--- config.mk ---
export PLATFORM = sky130hd
export DESIGN_NAME = gpod_decode
export DESIGN_NICKNAME = d
export VERILOG_FILES = /design/src/shared/gpod_pkg.sv /design/src/rtl/gpod_decode.sv /design/src/rtl/gpod_map_decode.sv /design/src/rtl/gpod_mix_unit.sv
export VERILOG_INCLUDE_DIRS = /design/src /design/src/shared
export SDC_FILE = /design/constraint.sdc
export NUM_CORES = 1
export LEC_CHECK = 0
export ABC_AREA = 1
export BUFFER_PORTS_ARGS = -buffer_cell sky130_fd_sc_hd__buf_2
export CAP_MARGIN = 20
export CORE_MARGIN = 4
export CORE_UTILIZATION = 30
export DETAILED_ROUTE_END_ITERATION = 10
export PLACE_DENSITY = 0.5
export SETUP_SLACK_MARGIN = 0.1
export SYNTH_ARGS = -nofsm -noshare
export SYNTH_HDL_FRONTEND = slang
export SYNTH_SLANG_ARGS = --single-unit
--- constraint.sdc ---
create_clock -name sys_clk -period 3 [get_ports sys_clk]
set_input_delay 0 -clock sys_clk [delete_from_list [all_inputs] [get_ports sys_clk]]
set_output_delay 0 -clock sys_clk [all_outputs]
set_load 0.01 [all_outputs]
--- src/shared/gpod_map.svh ---
/*
  Register offsets, field positions, reset values and timing counts for the pel operation decoder.
  Assumes a byte-addressed register window; included by bare name wherever the map is needed.
*/
`ifndef GPOD_MAP_SVH
`define GPOD_MAP_SVH

// ***************************************************************
// Register offsets (byte addresses)
// ***************************************************************
`define GPOD_OFF_FG_MIX      8'h48
`define GPOD_OFF_BG_MIX      8'h49
`define GPOD_OFF_BG_COLOR    8'h5c
`define GPOD_OFF_FG_COLOR    8'h58
`define GPOD_OFF_OP_WIDTH    8'h60
`define GPOD_OFF_OP_HEIGHT   8'h62
`define GPOD_OFF_SRC_X       8'h70
`define GPOD_OFF_SRC_Y       8'h72
`define GPOD_OFF_PAT_X       8'h74
`define GPOD_OFF_PAT_Y       8'h76
`define GPOD_OFF_DEST_X      8'h78
`define GPOD_OFF_DEST_Y      8'h7a
`define GPOD_OFF_OP_CMD      8'h7c
`define GPOD_OFF_MASK_X      8'h6c
`define GPOD_OFF_MASK_Y      8'h6e
`define GPOD_OFF_STATUS      8'h80

// ***************************************************************
// Command word field positions
// ***************************************************************
`define GPOD_BG_SRC_HI   31
`define GPOD_BG_SRC_LO   30
`define GPOD_FG_SRC_HI   29
`define GPOD_FG_SRC_LO   28
`define GPOD_STEP_HI     27
`define GPOD_STEP_LO     24
`define GPOD_SMAP_HI     23
`define GPOD_SMAP_LO     20
`define GPOD_DMAP_HI     19
`define GPOD_DMAP_LO     16
`define GPOD_PMAP_HI     15
`define GPOD_PMAP_LO     12
`define GPOD_MASK_HI     7
`define GPOD_MASK_LO     6
`define GPOD_DMODE_HI    5
`define GPOD_DMODE_LO    4
`define GPOD_OCT_HI      2
`define GPOD_OCT_LO      0

// ***************************************************************
// Reset values and timing counts
// ***************************************************************
`define GPOD_RST_CMD     32'h0000_0000
`define GPOD_RST_POS     16'h0000
`define GPOD_STEP_NS     8
`define GPOD_CLK_NS      8
`define GPOD_STEP_CYC    ((`GPOD_STEP_NS + `GPOD_CLK_NS - 1) / `GPOD_CLK_NS)

`endif

--- src/shared/gpod_pkg.sv ---
/*
  Types for the pel operation decoder: field encodings and the decoded command carrier.
  Assumes gpod_map.svh is compiled alongside; this package holds types only.
*/
package gpod_pkg;

  typedef enum logic [1:0] {
    GPOD_SRC_COLOR = 2'h0,
    GPOD_SRC_MAP   = 2'h2
  } gpod_src_t;

  typedef enum logic [3:0] {
    GPOD_STEP_DSR   = 4'h2,
    GPOD_STEP_LDR   = 4'h3,
    GPOD_STEP_DSW   = 4'h4,
    GPOD_STEP_LDW   = 4'h5,
    GPOD_STEP_BLT   = 4'h8,
    GPOD_STEP_IBLT  = 4'h9,
    GPOD_STEP_FBLT  = 4'ha
  } gpod_step_t;

  typedef enum logic [3:0] {
    GPOD_MAP_A      = 4'h1,
    GPOD_MAP_B      = 4'h2,
    GPOD_MAP_C      = 4'h3,
    GPOD_MAP_FG     = 4'h8,
    GPOD_MAP_FROMSRC = 4'h9
  } gpod_map_t;

  typedef enum logic [1:0] {
    GPOD_MASK_OFF   = 2'h0,
    GPOD_MASK_BOUND = 2'h1,
    GPOD_MASK_FULL  = 2'h2
  } gpod_mask_t;

  // Decoded command fields handed to the drawing engine.
  typedef struct packed {
    logic       bg_from_map;
    logic       fg_from_map;
    logic       is_blt;
    logic       is_line;
    logic       is_read;
    logic       invert;
    logic       area_fill;
    logic [2:0] src_map_sel;
    logic [2:0] dst_map_sel;
    logic [2:0] pat_map_sel;
    logic       pat_fixed_fg;
    logic       pat_from_src;
    logic       mask_bound;
    logic       mask_full;
    logic [1:0] draw_mode;
    logic       x_left;
    logic       y_up;
    logic       illegal;
  } gpod_dec_t;

  // Start positions and operation size handed to the drawing engine.
  typedef struct packed {
    logic [15:0] src_x;
    logic [15:0] src_y;
    logic [15:0] dst_x;
    logic [15:0] dst_y;
    logic [15:0] pat_x;
    logic [15:0] pat_y;
    logic [15:0] mask_x;
    logic [15:0] mask_y;
    logic [15:0] width_m1;
    logic [15:0] height_m1;
  } gpod_pos_t;

endpackage

--- src/rtl/gpod_decode.sv ---
/*
  Pel operation decoder: register window, command word decode, start pulse and mix datapath.
  Assumes a same-clock master on a plain strobe port; read data appear one cycle after the read strobe.
*/
// Chosen here: strobed register access.
// Function
// - 32-bit command register at 7Ch
// - command word field positions as documented
// - background pels: colour 00, map 10
// - foreground pels: colour 00, map 10
// - step field selects operation type
// - source map field picks A, B, C
// - destination map field picks A, B, C
// - pattern: maps, fixed foreground, from source
// - mask mode: off, boundary, full
// - drawing mode ignored for block transfers
// - octant sets block traversal order
// - source X and Y offset registers
// - destination X, Y at 78h, 7Ah
// - pattern X and Y offset registers
// - mask origin X and Y registers
// - mix codes including arithmetic 10 to 15
// - width register holds width minus one
`timescale 1ns/1ps
`include "gpod_map.svh"
module gpod_decode
  import gpod_pkg::*;
#(
  parameter int PEL_W = 8
) (
  // Clock and reset
  input  wire logic             sys_clk,
  input  wire logic             sys_rst,
  // Register port
  input  wire logic [7:0]       reg_addr,
  input  wire logic [31:0]      reg_wdata,
  input  wire logic             reg_wr,
  input  wire logic             reg_rd,
  output logic [31:0]           reg_rdata,
  // Engine handshake
  input  wire logic             eng_done,
  output logic                  op_start,
  output logic                  op_busy,
  output gpod_dec_t             op_dec,
  output gpod_pos_t             op_pos,
  // Mix datapath
  input  wire logic [PEL_W-1:0] src_pel,
  input  wire logic [PEL_W-1:0] dst_pel,
  input  wire logic             pel_is_fg,
  output logic [PEL_W-1:0]      mix_pel
);

  if (PEL_W < 1 || PEL_W > 8) $error("gpod_decode: PEL_W must be 1 to 8");

  // ***************************************************************
  // Registers
  // ***************************************************************
  typedef enum logic [1:0] {ST_IDLE, ST_RUN} gpod_state_t;

  logic [31:0]      cmd_r,    cmd_nxt;
  gpod_pos_t        pos_r,    pos_nxt;
  logic [4:0]       fg_mix_r, fg_mix_nxt;
  logic [4:0]       bg_mix_r, bg_mix_nxt;
  logic [7:0]       fg_col_r, fg_col_nxt;
  logic [7:0]       bg_col_r, bg_col_nxt;
  logic [31:0]      rdata_r,  rdata_nxt;
  logic             start_r,  start_nxt;
  gpod_dec_t        dec_r,    dec_nxt;
  logic [PEL_W-1:0] mix_r,    mix_nxt;
  gpod_state_t      state_r,  state_nxt;
  logic             busy_r,   busy_nxt;
  logic             eng_done_q;

  // ***************************************************************
  // Field decode
  // ***************************************************************
  logic [3:0] step_f;
  logic [1:0] bg_f;
  logic [1:0] fg_f;
  logic [1:0] mask_f;
  logic [2:0] oct_f;
  logic [2:0] smap_sel;
  logic [2:0] dmap_sel;
  logic [2:0] pmap_sel;
  logic       pat_fg;
  logic       pat_src;
  logic       smap_ok;
  logic       dmap_ok;
  logic       pmap_ok;
  logic       blt_op;
  logic       step_ok;
  logic       src_ok;
  logic       mask_ok;
  logic [PEL_W-1:0] src_eff;
  logic [PEL_W-1:0] mix_res;

  always_comb begin
    bg_f   = cmd_r[`GPOD_BG_SRC_HI:`GPOD_BG_SRC_LO];
    fg_f   = cmd_r[`GPOD_FG_SRC_HI:`GPOD_FG_SRC_LO];
    step_f = cmd_r[`GPOD_STEP_HI:`GPOD_STEP_LO];
    mask_f = cmd_r[`GPOD_MASK_HI:`GPOD_MASK_LO];
    oct_f  = cmd_r[`GPOD_OCT_HI:`GPOD_OCT_LO];
  end

  gpod_map_decode u_smap (
    .code      (cmd_r[`GPOD_SMAP_HI:`GPOD_SMAP_LO]),
    .allow_pat (1'b0),
    .sel       (smap_sel),
    .fixed_fg  (),
    .from_src  (),
    .valid     (smap_ok)
  );

  gpod_map_decode u_dmap (
    .code      (cmd_r[`GPOD_DMAP_HI:`GPOD_DMAP_LO]),
    .allow_pat (1'b0),
    .sel       (dmap_sel),
    .fixed_fg  (),
    .from_src  (),
    .valid     (dmap_ok)
  );

  gpod_map_decode u_pmap (
    .code      (cmd_r[`GPOD_PMAP_HI:`GPOD_PMAP_LO]),
    .allow_pat (1'b1),
    .sel       (pmap_sel),
    .fixed_fg  (pat_fg),
    .from_src  (pat_src),
    .valid     (pmap_ok)
  );

  always_comb begin
    dec_nxt = '0;
    blt_op  = step_f[3];
    step_ok = 1'b0;
    case (step_f)
      GPOD_STEP_DSR, GPOD_STEP_LDR, GPOD_STEP_DSW, GPOD_STEP_LDW,
      GPOD_STEP_BLT, GPOD_STEP_IBLT, GPOD_STEP_FBLT: step_ok = 1'b1;
      default: step_ok = 1'b0;
    endcase
    src_ok  = (bg_f == GPOD_SRC_COLOR || bg_f == GPOD_SRC_MAP) &&
              (fg_f == GPOD_SRC_COLOR || fg_f == GPOD_SRC_MAP);
    mask_ok = (mask_f != 2'h3);
    dec_nxt.bg_from_map  = (bg_f == GPOD_SRC_MAP);
    dec_nxt.fg_from_map  = (fg_f == GPOD_SRC_MAP);
    dec_nxt.is_blt       = step_ok && blt_op;
    dec_nxt.is_line      = step_ok && !blt_op && step_f[0];
    dec_nxt.is_read      = step_ok && !blt_op && !step_f[2];
    dec_nxt.invert       = (step_f == GPOD_STEP_IBLT);
    dec_nxt.area_fill    = (step_f == GPOD_STEP_FBLT);
    dec_nxt.src_map_sel  = smap_sel;
    dec_nxt.dst_map_sel  = dmap_sel;
    dec_nxt.pat_map_sel  = pmap_sel;
    dec_nxt.pat_fixed_fg = pat_fg;
    dec_nxt.pat_from_src = pat_src;
    dec_nxt.mask_bound   = (mask_f == GPOD_MASK_BOUND);
    dec_nxt.mask_full    = (mask_f == GPOD_MASK_FULL);
    // Block transfers walk rectangles, so the line style bits are forced off.
    dec_nxt.draw_mode    = blt_op ? 2'h0 : cmd_r[`GPOD_DMODE_HI:`GPOD_DMODE_LO];
    dec_nxt.x_left       = oct_f[2];
    dec_nxt.y_up         = oct_f[1];
    // A reserved source code is refused even when no source map is read.
    dec_nxt.illegal      = !(step_ok && src_ok && mask_ok && smap_ok && dmap_ok && pmap_ok);
  end

  // ***************************************************************
  // Register writes, start and read-back
  // ***************************************************************
  always_comb begin
    cmd_nxt    = cmd_r;
    pos_nxt    = pos_r;
    fg_mix_nxt = fg_mix_r;
    bg_mix_nxt = bg_mix_r;
    fg_col_nxt = fg_col_r;
    bg_col_nxt = bg_col_r;
    start_nxt  = 1'b0;
    state_nxt  = state_r;
    rdata_nxt  = 32'h0000_0000;
    if (reg_wr) begin
      case (reg_addr)
        `GPOD_OFF_OP_CMD: begin
          cmd_nxt = reg_wdata;
          // A command written while busy is stored but does not restart the engine.
          start_nxt = (state_r == ST_IDLE);
        end
        `GPOD_OFF_DEST_X:    pos_nxt.dst_x     = reg_wdata[15:0];
        `GPOD_OFF_DEST_Y:    pos_nxt.dst_y     = reg_wdata[15:0];
        `GPOD_OFF_SRC_X:     pos_nxt.src_x     = reg_wdata[15:0];
        `GPOD_OFF_SRC_Y:     pos_nxt.src_y     = reg_wdata[15:0];
        `GPOD_OFF_PAT_X:     pos_nxt.pat_x     = reg_wdata[15:0];
        `GPOD_OFF_PAT_Y:     pos_nxt.pat_y     = reg_wdata[15:0];
        `GPOD_OFF_MASK_X:    pos_nxt.mask_x    = reg_wdata[15:0];
        `GPOD_OFF_MASK_Y:    pos_nxt.mask_y    = reg_wdata[15:0];
        `GPOD_OFF_OP_WIDTH:  pos_nxt.width_m1  = reg_wdata[15:0];
        `GPOD_OFF_OP_HEIGHT: pos_nxt.height_m1 = reg_wdata[15:0];
        `GPOD_OFF_FG_MIX:    fg_mix_nxt        = reg_wdata[4:0];
        `GPOD_OFF_BG_MIX:    bg_mix_nxt        = reg_wdata[4:0];
        `GPOD_OFF_FG_COLOR:  fg_col_nxt        = reg_wdata[7:0];
        `GPOD_OFF_BG_COLOR:  bg_col_nxt        = reg_wdata[7:0];
        default: ;
      endcase
    end
    case (state_r)
      ST_IDLE: if (start_nxt) state_nxt = ST_RUN;
      ST_RUN:  if (eng_done_q) state_nxt = ST_IDLE;
      default: state_nxt = ST_IDLE;
    endcase
    // Busy has its own flop so that the output carries no decode logic.
    busy_nxt = (state_nxt == ST_RUN);
    if (reg_rd) begin
      case (reg_addr)
        `GPOD_OFF_OP_CMD:    rdata_nxt = cmd_r;
        `GPOD_OFF_DEST_X:    rdata_nxt = {16'h0000, pos_r.dst_x};
        `GPOD_OFF_DEST_Y:    rdata_nxt = {16'h0000, pos_r.dst_y};
        `GPOD_OFF_SRC_X:     rdata_nxt = {16'h0000, pos_r.src_x};
        `GPOD_OFF_SRC_Y:     rdata_nxt = {16'h0000, pos_r.src_y};
        `GPOD_OFF_PAT_X:     rdata_nxt = {16'h0000, pos_r.pat_x};
        `GPOD_OFF_PAT_Y:     rdata_nxt = {16'h0000, pos_r.pat_y};
        `GPOD_OFF_MASK_X:    rdata_nxt = {16'h0000, pos_r.mask_x};
        `GPOD_OFF_MASK_Y:    rdata_nxt = {16'h0000, pos_r.mask_y};
        `GPOD_OFF_OP_WIDTH:  rdata_nxt = {16'h0000, pos_r.width_m1};
        `GPOD_OFF_OP_HEIGHT: rdata_nxt = {16'h0000, pos_r.height_m1};
        `GPOD_OFF_FG_MIX:    rdata_nxt = {27'h0, fg_mix_r};
        `GPOD_OFF_BG_MIX:    rdata_nxt = {27'h0, bg_mix_r};
        `GPOD_OFF_FG_COLOR:  rdata_nxt = {24'h000000, fg_col_r};
        `GPOD_OFF_BG_COLOR:  rdata_nxt = {24'h000000, bg_col_r};
        `GPOD_OFF_STATUS:    rdata_nxt = {30'h0, dec_r.illegal, busy_r};
        default:             rdata_nxt = 32'h0000_0000;
      endcase
    end
  end

  // ***************************************************************
  // Mix datapath
  // ***************************************************************
  always_comb begin
    // Colour registers stand in for the source when the field selects colour.
    if (pel_is_fg) begin
      src_eff = dec_r.fg_from_map ? src_pel : fg_col_r[PEL_W-1:0];
    end else begin
      src_eff = dec_r.bg_from_map ? src_pel : bg_col_r[PEL_W-1:0];
    end
    mix_nxt = mix_res;
  end

  gpod_mix_unit #(
    .W (PEL_W)
  ) u_mix (
    .code (pel_is_fg ? fg_mix_r : bg_mix_r),
    .src  (src_eff),
    .dst  (dst_pel),
    .res  (mix_res)
  );

  always_ff @(posedge sys_clk) begin
    if (sys_rst) begin
      cmd_r      <= `GPOD_RST_CMD;
      pos_r      <= '0;
      fg_mix_r   <= 5'h00;
      bg_mix_r   <= 5'h00;
      fg_col_r   <= 8'h00;
      bg_col_r   <= 8'h00;
      rdata_r    <= 32'h0000_0000;
      start_r    <= 1'b0;
      dec_r      <= '0;
      mix_r      <= '0;
      state_r    <= ST_IDLE;
      busy_r     <= 1'b0;
      eng_done_q <= 1'b0;
    end else begin
      cmd_r      <= cmd_nxt;
      pos_r      <= pos_nxt;
      fg_mix_r   <= fg_mix_nxt;
      bg_mix_r   <= bg_mix_nxt;
      fg_col_r   <= fg_col_nxt;
      bg_col_r   <= bg_col_nxt;
      rdata_r    <= rdata_nxt;
      start_r    <= start_nxt;
      dec_r      <= dec_nxt;
      mix_r      <= mix_nxt;
      state_r    <= state_nxt;
      busy_r     <= busy_nxt;
      eng_done_q <= eng_done;
    end
  end

  always_comb begin
    reg_rdata = rdata_r;
    op_start  = start_r;
    op_busy   = busy_r;
    op_dec    = dec_r;
    op_pos    = pos_r;
    mix_pel   = mix_r;
  end

endmodule

--- src/rtl/gpod_map_decode.sv ---
/*
  Decodes a 4-bit map selection field into a one-hot map select and a validity flag.
  Assumes a combinational context; the caller registers the result.
*/
`timescale 1ns/1ps
module gpod_map_decode
  import gpod_pkg::*;
(
  // Field in
  input  wire logic [3:0] code,
  // Pattern extensions allowed
  input  wire logic       allow_pat,
  // Decoded out
  output logic [2:0]      sel,
  output logic            fixed_fg,
  output logic            from_src,
  output logic            valid
);

  always_comb begin
    sel      = 3'h0;
    fixed_fg = 1'b0;
    from_src = 1'b0;
    valid    = 1'b1;
    case (code)
      GPOD_MAP_A: sel = 3'h1;
      GPOD_MAP_B: sel = 3'h2;
      GPOD_MAP_C: sel = 3'h4;
      GPOD_MAP_FG: begin
        fixed_fg = allow_pat;
        valid    = allow_pat;
      end
      GPOD_MAP_FROMSRC: begin
        from_src = allow_pat;
        valid    = allow_pat;
      end
      default: valid = 1'b0;
    endcase
  end

endmodule

--- src/rtl/gpod_mix_unit.sv ---
/*
  Mix function of source and destination pels, selected by a 5-bit code.
  Assumes pels are unsigned; the caller registers the result.
*/
`timescale 1ns/1ps
module gpod_mix_unit #(
  parameter int W = 8
) (
  // Operands
  input  wire logic [4:0]   code,
  input  wire logic [W-1:0] src,
  input  wire logic [W-1:0] dst,
  // Result
  output logic [W-1:0]      res
);

  logic [W:0] sum;
  logic [W:0] dms;
  logic [W:0] smd;

  if (W < 1 || W > 16) $error("gpod_mix_unit: W out of range");

  always_comb begin
    sum = {1'b0, src} + {1'b0, dst};
    dms = {1'b0, dst} - {1'b0, src};
    smd = {1'b0, src} - {1'b0, dst};
    case (code)
      5'h00: res = '0;
      5'h01: res = src & dst;
      5'h02: res = src & ~dst;
      5'h03: res = src;
      5'h04: res = ~src & dst;
      5'h05: res = dst;
      5'h06: res = src ^ dst;
      5'h07: res = src | dst;
      5'h08: res = ~src & ~dst;
      5'h09: res = src ^ ~dst;
      5'h0a: res = ~dst;
      5'h0b: res = src | ~dst;
      5'h0c: res = ~src;
      5'h0d: res = ~src | dst;
      5'h0e: res = ~src | ~dst;
      5'h0f: res = '1;
      5'h10: res = (src > dst) ? src : dst;
      5'h11: res = (src < dst) ? src : dst;
      5'h12: res = sum[W] ? '1 : sum[W-1:0];
      5'h13: res = dms[W] ? '0 : dms[W-1:0];
      5'h14: res = smd[W] ? '0 : smd[W-1:0];
      5'h15: res = sum[W:1];
      default: res = '0;
    endcase
  end

endmodule

# After elaboration in Yosys (flattened, before gate mapping)
# Index checks and enable logic that the tools add are counted.
word_totals:
  input_bits: 62
  word_cells: 183
  ff_bits: 288
op_classes:
  order_cmp: 2
  addsub: 3
  n_bitwise: 13
  eq_ne: 62
  reduce_logical: 39
  n_mux: 25
op_table:
  columns: ["operator", "count"]
  rows:
  - ["case mux 32 bit (16 select lines)", 1]
  - ["case mux 8 bit (21 select lines)", 1]
  - ["== test 8 x 7 -> 1 bit, second input constant", 15]
  - ["2-to-1 mux 8 bit", 8]
  - ["== test 5 x 4 -> 1 bit, second input constant", 8]
  - ["bitwise AND 8 bit", 4]
  - ["== test 4 x 2 -> 1 bit, second input constant", 8]
  - ["bitwise OR 8 bit", 4]
  - ["== test 5 bit, second input constant", 6]
  - ["AND reduction 2 bit", 15]
  - ["case mux 3 bit (3 select lines)", 3]
  - ["== test 4 bit, second input constant", 5]
  - ["== test 5 x 3 -> 1 bit, second input constant", 4]
  - ["subtractor 8 x 8 -> 9 bit", 2]
  - ["inverter 8 bit", 2]
  - ["bitwise XOR 8 bit", 2]
  - ["== test 4 x 1 -> 1 bit, second input constant", 3]
  - ["== test 5 x 2 -> 1 bit, second input constant", 2]
  - ["logical AND 1 bit", 10]
  - ["adder 8 x 8 -> 9 bit", 1]
  - ["== test 4 x 3 -> 1 bit, second input constant", 2]
  - ["== test 8 bit, second input constant", 1]
  - ["greater-than comparator 8 bit", 1]
  - ["< comparator 8 bit", 1]
  - ["other kinds (16)", 35]

# Depth between registers and ports, before layout
# Gate-level depths: netlist (run 1).
depth:
  ltp_word: 9
  ltp_mapped: 23
  mapped_depth_nobuf: 21

# Cells and area by module
# Synthesis (run 1) repeated with hierarchy kept, for this count alone.
hier_totals:
  cells_unflattened: 2327
  area_unflattened_um2: 15172.1
by_module_without_submodules:
  columns: ["mod", "cells_each", "n_inst", "area_each_um2"]
  rows:
  - ["gpod_decode", 1655, 1, 11966.5]
  - ["gpod_mix_unit", 612, 1, 2961.6]
  - ["gpod_map_decode", 20, 3, 81.3]

# Worst setup path before layout (run 1)
# No wires, ideal clock.
synth_timing:
  path_type: "register to register"
  startpoint: "register dec_r (netlist bit op_dec[24])"
  endpoint: "register mix_r[0] (netlist: mix_pel[0])"
  setup_slack_ps: 222
  path_buffers: 1
  arrival_ps: 2651
  required_ps: 2872
  stages_incl_launch_ff: 18
  path_cell_list: "dfxtp_1 -> buf_2 -> inv_1 -> nand2_1 -> nand3_1 -> nand2_1 -> inv_1 -> ha_1 -> fa_1 -> nand3_1 -> nand2_1 -> a21oi_1 -> inv_1 -> nand2_1 -> a21boi_0 -> nand3_1 -> nor2_1 -> nor2_1"
synth_between:
  elab_chain_len: 5
  word_cells_on_any_way: 24
  classes_between: "add/sub: 3; order compare: 2; mux: 8; bitwise: 11"
synth_rtl:
  columns: ["element", "line_no", "source"]
  rows:
  - ["start: declaration", "gpod_decode.sv:68", "gpod_dec_t dec_r, dec_nxt;"]
  - ["start signal: assignment", "gpod_decode.sv:279", "dec_r <= dec_nxt;"]
  - ["2-to-1 mux 8 bit (*)", "gpod_decode.sv:241", "src_eff = dec_r.bg_from_map ? src_pel : bg_col_r[PEL_W-1:0];"]
  - ["2-to-1 mux 8 bit (*)", "gpod_decode.sv:238", "if (pel_is_fg) begin"]
  - ["subtractor 8 x 8 -> 9 bit (tied with other cells)", "gpod_mix_unit.sv:26", "smd = {1'b0, src} - {1'b0, dst};"]
  - ["2-to-1 mux 8 bit (tied with other cells)", "gpod_mix_unit.sv:48", "5'h14: res = smd[W] ? '0 : smd[W-1:0];"]
  - ["case mux 8 bit (21 select lines) (*)", "gpod_mix_unit.sv:27", "case (code)"]
  - ["end signal: assignment", "gpod_decode.sv:280", "mix_r <= mix_nxt;"]
  - ["end: declaration", "gpod_decode.sv:69", "logic [PEL_W-1:0] mix_r, mix_nxt;"]
# Mark *: on every way between the ends. The rest lies on a longest branch, timed or not.
# A chain may end at the register's enable or synchronous reset.

# Final worst setup path (run 1)
layout_timing:
  startpoint: "register dec_r (netlist bit op_dec[23])"
  endpoint: "register mix_r[3] (netlist: mix_pel[3])"
layout_between:
  elab_chain_len: 5
  word_cells_on_any_way: 24
  classes_between: "add/sub: 3; order compare: 2; mux: 8; bitwise: 11"
layout_rtl:
  columns: ["element", "line_no", "source"]
  rows:
  - ["2-to-1 mux 8 bit (*)", "gpod_decode.sv:239", "src_eff = dec_r.fg_from_map ? src_pel : fg_col_r[PEL_W-1:0];"]
  - ["2-to-1 mux 8 bit (*)", "gpod_decode.sv:238", null]
  - ["subtractor 8 x 8 -> 9 bit (tied with other cells)", "gpod_mix_unit.sv:26", null]
  - ["2-to-1 mux 8 bit (tied with other cells)", "gpod_mix_unit.sv:48", null]
  - ["case mux 8 bit (21 select lines) (*)", "gpod_mix_unit.sv:27", null]
# Marked as above.

==> flow_summary.yaml, run 1 <==
hold_path:
  hp-start: "reg_wr"
  hold_path_class: "in -> reg"
  min_to: "op_pos[31]"
  hold-path-cell-count: 3
critical_path:
  crit_fanout: 11
  worst_r2r_path_depth: 20
  r2r-start: "op_dec[23]"
  critPathArrivalTime_ns: 3.15
  ff2ff_setup_slack_ns: 0.28
  critPathKind: "reg -> reg"
  worst_r2r_endpoint: "mix_pel[3]"
  end_kind: "flop"
  start_kind: "flop"
  worst_ep_required_time_ns: 3.42
grt:
  globalRoute.totalOverflow: 0
  track_usage_pct: 24.2
  grt_pass1_vias: 15400
  grt_max_degree: 194
  grt_pass1_wl_mm: 98.5
  antenna_found_initial: 3
power:
  powerDensity_mw_per_mm2: 467
  p_leak_nw: 8.18
  power_switching_mw: 2.26
  peakVddDrop_mv: 0.356
  sequentialPowerShare_pct: 44.3
  intPower_mw: 6.44
  p_sw_share_pct: 26.0
  p_comb_share_pct: 9.2
  power_frac_clock_pct: 46.6
clock_tree:
  cts_tree: "yes"
  cts-root-buf: "clkbuf_16"
  clock-sinks: 288
  htree_levels: 2
  path_clk_slew_ns: 0.07
  clk_latency_ns: 0.53
  cts_buffers: 34
  clockBufferDepth: 3
sta:
  postLayoutSetupSlackWorst_ns: 0.277
  fin_setup_tns_ns: 0
  hold_viol_final: 0
  hold_ws_ns: 0.0779
  fmaxAchievable_mhz: 367
  rsz0062_at_grt: "no"
  drv_slew: 0
  slew_headroom_pct: 49.0
  skew_ns: 0.0221
  tightest_slew_ns: 0.765
  finalSetupViolCount: 0
  fin_crit_sh_pct: 90.8
  period_minus_slack_ns: 2.72
logic_synthesis:
  yosysTopAreaCellShare_pct: 39.1
  syn_area_mm2: 0.0147
  postSynthNetCount: 2259
  synth_area_leaders: "dfxtp_1 39%, nand2_1 10%, a21oi_1 8.0%, inv_1 7.4%, o21ai_0 6.8%"
  synthSimpleGateAreaFrac_pct: 25.6
  synth_fa_ha_area_share_pct: 2.53
  synth_compound_area_share_pct: 21.1
  synth.mux.area_fraction_pct: 0
  synth_top_family_by_area: "simple AND/OR/NAND/NOR gates"
  synthFlopType: "dfxtp_1"
  syn_inst: 2169
  synth_warnings: 0
  yosys.area_share.xor_xnor_pct: 0.416
  netlist.top_cell.by_area: "dfxtp_1"
  ys_async_sr_fraction_pct: 0
  yosysSeqAreaShare_pct: 39.1
  synth_cell_types: 48
  ys_ff_latch: 288
  synth_area_per_cell_um2: 6.80
  synth-edff-count: 0
placement:
  portBuffers: 288
  hpwlAfterDp_mm: 50.8
  place_congestion: 0.929
  dp_slack_ns: 0.0336
cells_and_area:
  nets: 2569
  drive_above_1_share_pct: 21.2
  final_cell_mix: "400 x nand2_1, 288 x buf_2, 287 x inv_1, 287 x dfxtp_1, 230 x a21oi_1"
  fillers: 5196
  final_common_cell: "nand2_1"
  multi_input_area_mm2: 0.00746
  area_growth_pct: 26.4
  register_area_mm2: 0.00577
routing:
  totalWireLength_mm: 66.6
  drc: 0
  viasPerCell: 5.04
  first_iter_violations: 1221
  drtAntennaViolNets: 0
  dr.pass1.iters: 5
  wl_per_cell_um: 21.1
  num_vias: 15900
floorplan:
  die_w_um: 230
  start_util_pct: 30.6
  rows: 80
  dieHeight_um: 230
  coreArea_mm2: 0.0481
  die_area_mm2: 0.0527
  io_pins: 289
run_status:
  status: "complete, no violations"
job:
  maxCapViolCount: 0
## area by class of cell
type,instances,share of cell area [%]
Sequential cell,288,31.0
Antenna cell,2,0.0269
Clock buffer,47,5.37
Tap cell,656,4.41
Timing Repair Buffer,389,12.5
Clock inverter,13,0.504
Multi-Input combinational cell,1458,40.0
Inverter,308,6.25
## synthesized netlist by cell type (6+ instances only)
cell type	count
a211oi_1	16
o21ai_0	200
inv_2	11
nor2_1	186
nor2_2	15
nor3_1	29
nand2_4	8
clkbuf_1	90
inv_1	292
o22ai_1	82
ha_1	25
o21ai_1	8
nand4_1	22
nand3_1	130
xor2_1	6
nand2_1	411
nand2_2	20
buf_2	15
dfxtp_1	288
a21oi_1	237
nor4_1	9
## metrics by stage
step,std cells,util (%),instance area [µm²],total power [mW]
3_3_place_gp,3062,35.3,17000,4.66
6_report,3161,38.7,18600,8.69
2_1_floorplan,2169,-,14700,4.34
5_1_grt,3161,38.7,18600,9.01
4_1_cts,3157,38.3,18500,8.74
3_5_place_dp,3062,35.3,17000,4.66
## metal layers
metal	GRT usage (%)	share of wire, %
met5	0	0.020
met4	8.71	4.0
met3	3.38	5.9
met2	41.2	47
met1	31.5	43
## worst max path at each step
| stage | from | end | slack, ns |
|---|---|---|---|
| detailed placement | op_dec[23] | mix_pel[5] | 0.03 |
| CTS | op_dec[23] | mix_pel[3] | 0.12 |
| global placement | op_dec[23] | mix_pel[3] | -0.04 |
| finish | op_dec[23] | mix_pel[3] | 0.28 |
| global route | op_dec[23] | mix_pel[3] | 0.09 |
| floorplan | op_dec[24] | mix_pel[0] | 0.22 |
## worst max-delay path: stages, from the launching register on
cell and delay, ns:
dfxtp_2 0.33, buf_6 0.13, nand2_1 0.05, nand3_1 0.10, nand2_2 0.13, buf_4 0.14, ha_1 0.15, inv_2 0.07
fa_2 0.39, nand3_2 0.12, nand2_4 0.08, nand2_1 0.08, nand2_2 0.11, nand2_1 0.09, nor2_1 0.04, a21oi_1 0.11
nand2_1 0.08, nor2_2 0.19, nand3_2 0.09, nand2_1 0.07, inv_1 0.05
## registers in the layout, indices dropped and copies added, names as in the netlist, 2 cells and up
name	flops
state_r	2
fg_col_r	8
op_pos	160
reg_rdata	32
fg_mix_r	5
cmd_r	32
bg_mix_r	5
bg_col_r	8
mix_pel	8
op_dec	25
## timing repair
action,CTS,global route
gates resized for setup,5,44
pin swaps,0,6
endpoints found under the setup margin,8,8
hold buffers,35,0
setup buffers,0,2
endpoints found under the hold margin,145,0
## power groups by stage
stage               sequential, mW  combinational (mW)  clock [mW]
floorplan                     3.93               0.410           0
global placement              3.93               0.730           0
detailed placement            3.93               0.724           0
CTS                           3.85               0.765        4.13
global route                  3.85               0.873        4.29
finish                        3.85               0.796        4.05
## cell families (layout without fill, tap and decap cells)
group / count (synthesis) / count (layout)
buffers and inverters: 423 / 757
and+or+nand+nor: 851 / 851
xor gates and xnor gates: 7 / 7
AOI/OAI and AO/OA: 571 / 571
DFF: 288 / 288
other: 1 / 3
adders and majority gates: 28 / 28
No activity file was read; power rests on OpenSTA's default activity.
==> run 2: changes to the inputs <==
--- a/config.mk
+++ b/config.mk
@@ -9,10 +9,12 @@
 export ABC_AREA = 1
 export BUFFER_PORTS_ARGS = -buffer_cell sky130_fd_sc_hd__buf_2
 export CAP_MARGIN = 20
+export CELL_PAD_IN_SITES_DETAIL_PLACEMENT = 0
+export CELL_PAD_IN_SITES_GLOBAL_PLACEMENT = 1
 export CORE_MARGIN = 4
 export CORE_UTILIZATION = 30
 export DETAILED_ROUTE_END_ITERATION = 10
-export PLACE_DENSITY = 0.5
+export PLACE_DENSITY = 0.65
 export SETUP_SLACK_MARGIN = 0.1
 export SYNTH_ARGS = -nofsm -noshare
 export SYNTH_HDL_FRONTEND = slang
==> run 2 against run 1 <==
  * Fmax grew 1.0%
  * Clock power rose by 11%
  * Via count hardly changed
  * Sequential share of layout area down 0.29 points
  * Wire length decreased by 2.1%
  * Total power increased by 4.9%
  * Combinational power about the same
==> flow_summary.yaml, run 2 (synthesis gave the netlist of run 1 again) <==
sta:
  finalSetupViolCount: 0
  rsz0062_at_grt: "yes"
  hold_viol_final: 0
  period_minus_slack_ns: 2.69
  slew_headroom_pct: 47.7
  drv_slew: 0
  tightest_slew_ns: 0.785
  skew_ns: 0.0113
  fmaxAchievable_mhz: 371
  postLayoutSetupSlackWorst_ns: 0.305
  fin_setup_tns_ns: 0
  fin_crit_sh_pct: 89.8
critical_path:
  r2r-start: "op_dec[23]"
  end_kind: "flop"
  start_kind: "flop"
  ff2ff_setup_slack_ns: 0.31
  critPathArrivalTime_ns: 3.10
  worst_r2r_endpoint: "mix_pel[0]"
  worst_ep_required_time_ns: 3.41
  crit_start: "op_dec[23]"
  worstSetupEndpoint: "mix_pel[0]"
  critPathKind: "reg -> reg"
  crit_fanout: 7
  worst_r2r_path_depth: 19
cells_and_area:
  final_common_cell: "nand2_1"
  stdcell_area_mm2: 0.0188
  area_growth_pct: 27.6
  nets: 2583
  largest_register_ffs: 160
  register_area_mm2: 0.00577
  drive_above_1_share_pct: 21.1
  final_cell_mix: "401 x nand2_1, 288 x inv_1, 288 x buf_2, 286 x dfxtp_1, 232 x a21oi_1"
  fillers: 5223
  multi_input_area_mm2: 0.00745
power:
  peakVddDrop_mv: 0.427
  p_leak_nw: 8.28
  p_sw_share_pct: 25.6
  sequentialPowerShare_pct: 42.2
  intPower_mw: 6.78
  power_mw: 9.12
  power_switching_mw: 2.34
  power_frac_clock_pct: 49.1
  powerDensity_mw_per_mm2: 485
  p_comb_share_pct: 8.7
clock_tree:
  cts-root-buf: "clkbuf_16"
  path_clk_slew_ns: 0.06
  cts_tree: "yes"
  cts_buffers: 36
  clock-sinks: 288
  clk_latency_ns: 0.55
  htree_levels: 2
  clockBufferDepth: 3
routing:
  dr.pass1.iters: 5
  viasPerCell: 5.01
  first_iter_violations: 1144
  drc: 0
  totalWireLength_mm: 65.2
  wl_met3_mm: 4.26
  wl_per_cell_um: 20.5
  routed-wl-met2_mm: 30.8
  wl_met1_mm: 27.9
  top_layer: "met5"
  drtAntennaViolNets: 0
  num_vias: 15900
placement:
  place_congestion: 0.939
  dp_slack_ns: 0.0314
  hpwlAfterDp_mm: 49.2
  portBuffers: 288
  placed_area_mm2: 0.0171
grt:
  grt_pass1_vias: 15600
  track_usage_pct: 23.8
  antenna_found_initial: 5
  grt_max_degree: 194
  grt_pass1_wl_mm: 97.0
  globalRoute.totalOverflow: 0
floorplan:
  start_util_pct: 30.6
  io_pins: 289
  coreArea_mm2: 0.0481
  rows: 80
  die_w_um: 230
  die_area_mm2: 0.0527
  dieHeight_um: 230
run_status:
  status: "complete, no violations"
job:
  maxCapViolCount: 0
hold_path:
  hold_path_class: "in -> reg"
run 2: changes by cell type in the layout (fill, tap and decap cells not counted), moves of 3 or more:
cell | previous run | this run
buf_4 | 62 | 75
ha_2 | 3 | 0
bufinv_16 | 0 | 3
clkbuf_16 | 35 | 38
clkbuf_8 | 8 | 4
ha_4 | 2 | 6
clkinv_2 | 9 | 6
run 2: cell type report:
type | instances | share of cell area [%]
inverters | 308 | 6.19
flip-flops and latches | 288 | 30.7
diodes | 4 | 0.0532
multi-input cells | 1458 | 39.6
well taps | 656 | 4.36
clock inverters | 15 | 0.958
clock buffers | 48 | 5.47
repair buffers | 401 | 12.7
run 2: metal layers:
metal | global-route usage, % | vias to the layer above
met5 | 0 | -
met4 | 8.27 | 2
met1 | 30.2 | 7563
li1 | - | 7753
met2 | 39.7 | 480
met3 | 5.47 | 109
run 2: through the flow:
| stage | util, % | instances | hold slack [ns] |
|---|---|---|---|
| after detailed placement | 35.5 | 3072 | 0.222 |
| after floorplan | - | 2169 | 0.107 |
| final | 39.1 | 3178 | 0.0330 |
| after CTS | 38.8 | 3172 | 0.0109 |
| after global routing | 39.1 | 3177 | 0.0460 |
| after global placement | 35.5 | 3072 | 0.216 |
run 2: worst min path at each step:
stage | cells past startpoint | to | slack [ns] | from
after floorplan | 2 | eng_done_q | 0.11 | eng_done
after global placement | 3 | eng_done_q | 0.22 | eng_done
after detailed placement | 3 | eng_done_q | 0.22 | eng_done
after CTS | 3 | bg_col_r[3] | 0.01 | reg_wr
after global routing | 3 | op_pos[103] | 0.05 | reg_wr
final | 3 | bg_col_r[3] | 0.03 | reg_wr
run 2: power by group through the flow:
stage	combinational [mW]	clock (mW)	sequential [mW]
2_1_floorplan	0.410	0	3.93
3_3_place_gp	0.727	0	3.93
3_5_place_dp	0.722	0	3.93
4_1_cts	0.764	4.57	3.85
5_1_grt	0.872	4.72	3.85
6_report	0.795	4.48	3.85
run 2: critical path: stages, from the launching register on:
cell and delay [ns]:
dfxtp_2 0.35, inv_1 0.06, buf_4 0.16, nand2_1 0.05
nand3_1 0.07, nand2_2 0.12, inv_1 0.11, buf_4 0.18
ha_1 0.18, inv_1 0.09, nor2_1 0.07, nor2_1 0.13
nand2_1 0.11, a21oi_2 0.18, inv_1 0.11, nand2_2 0.11
a21boi_0 0.22, nand3_1 0.11, nor2_1 0.10, nor2_1 0.05
run 2: repair_timing:
item	CTS	global route
pin swaps	0	2
hold buffers	37	0
buffers inserted	0	2
setup endpoints to repair	5	8
gates resized for setup	3	35
hold endpoints to repair	219	0
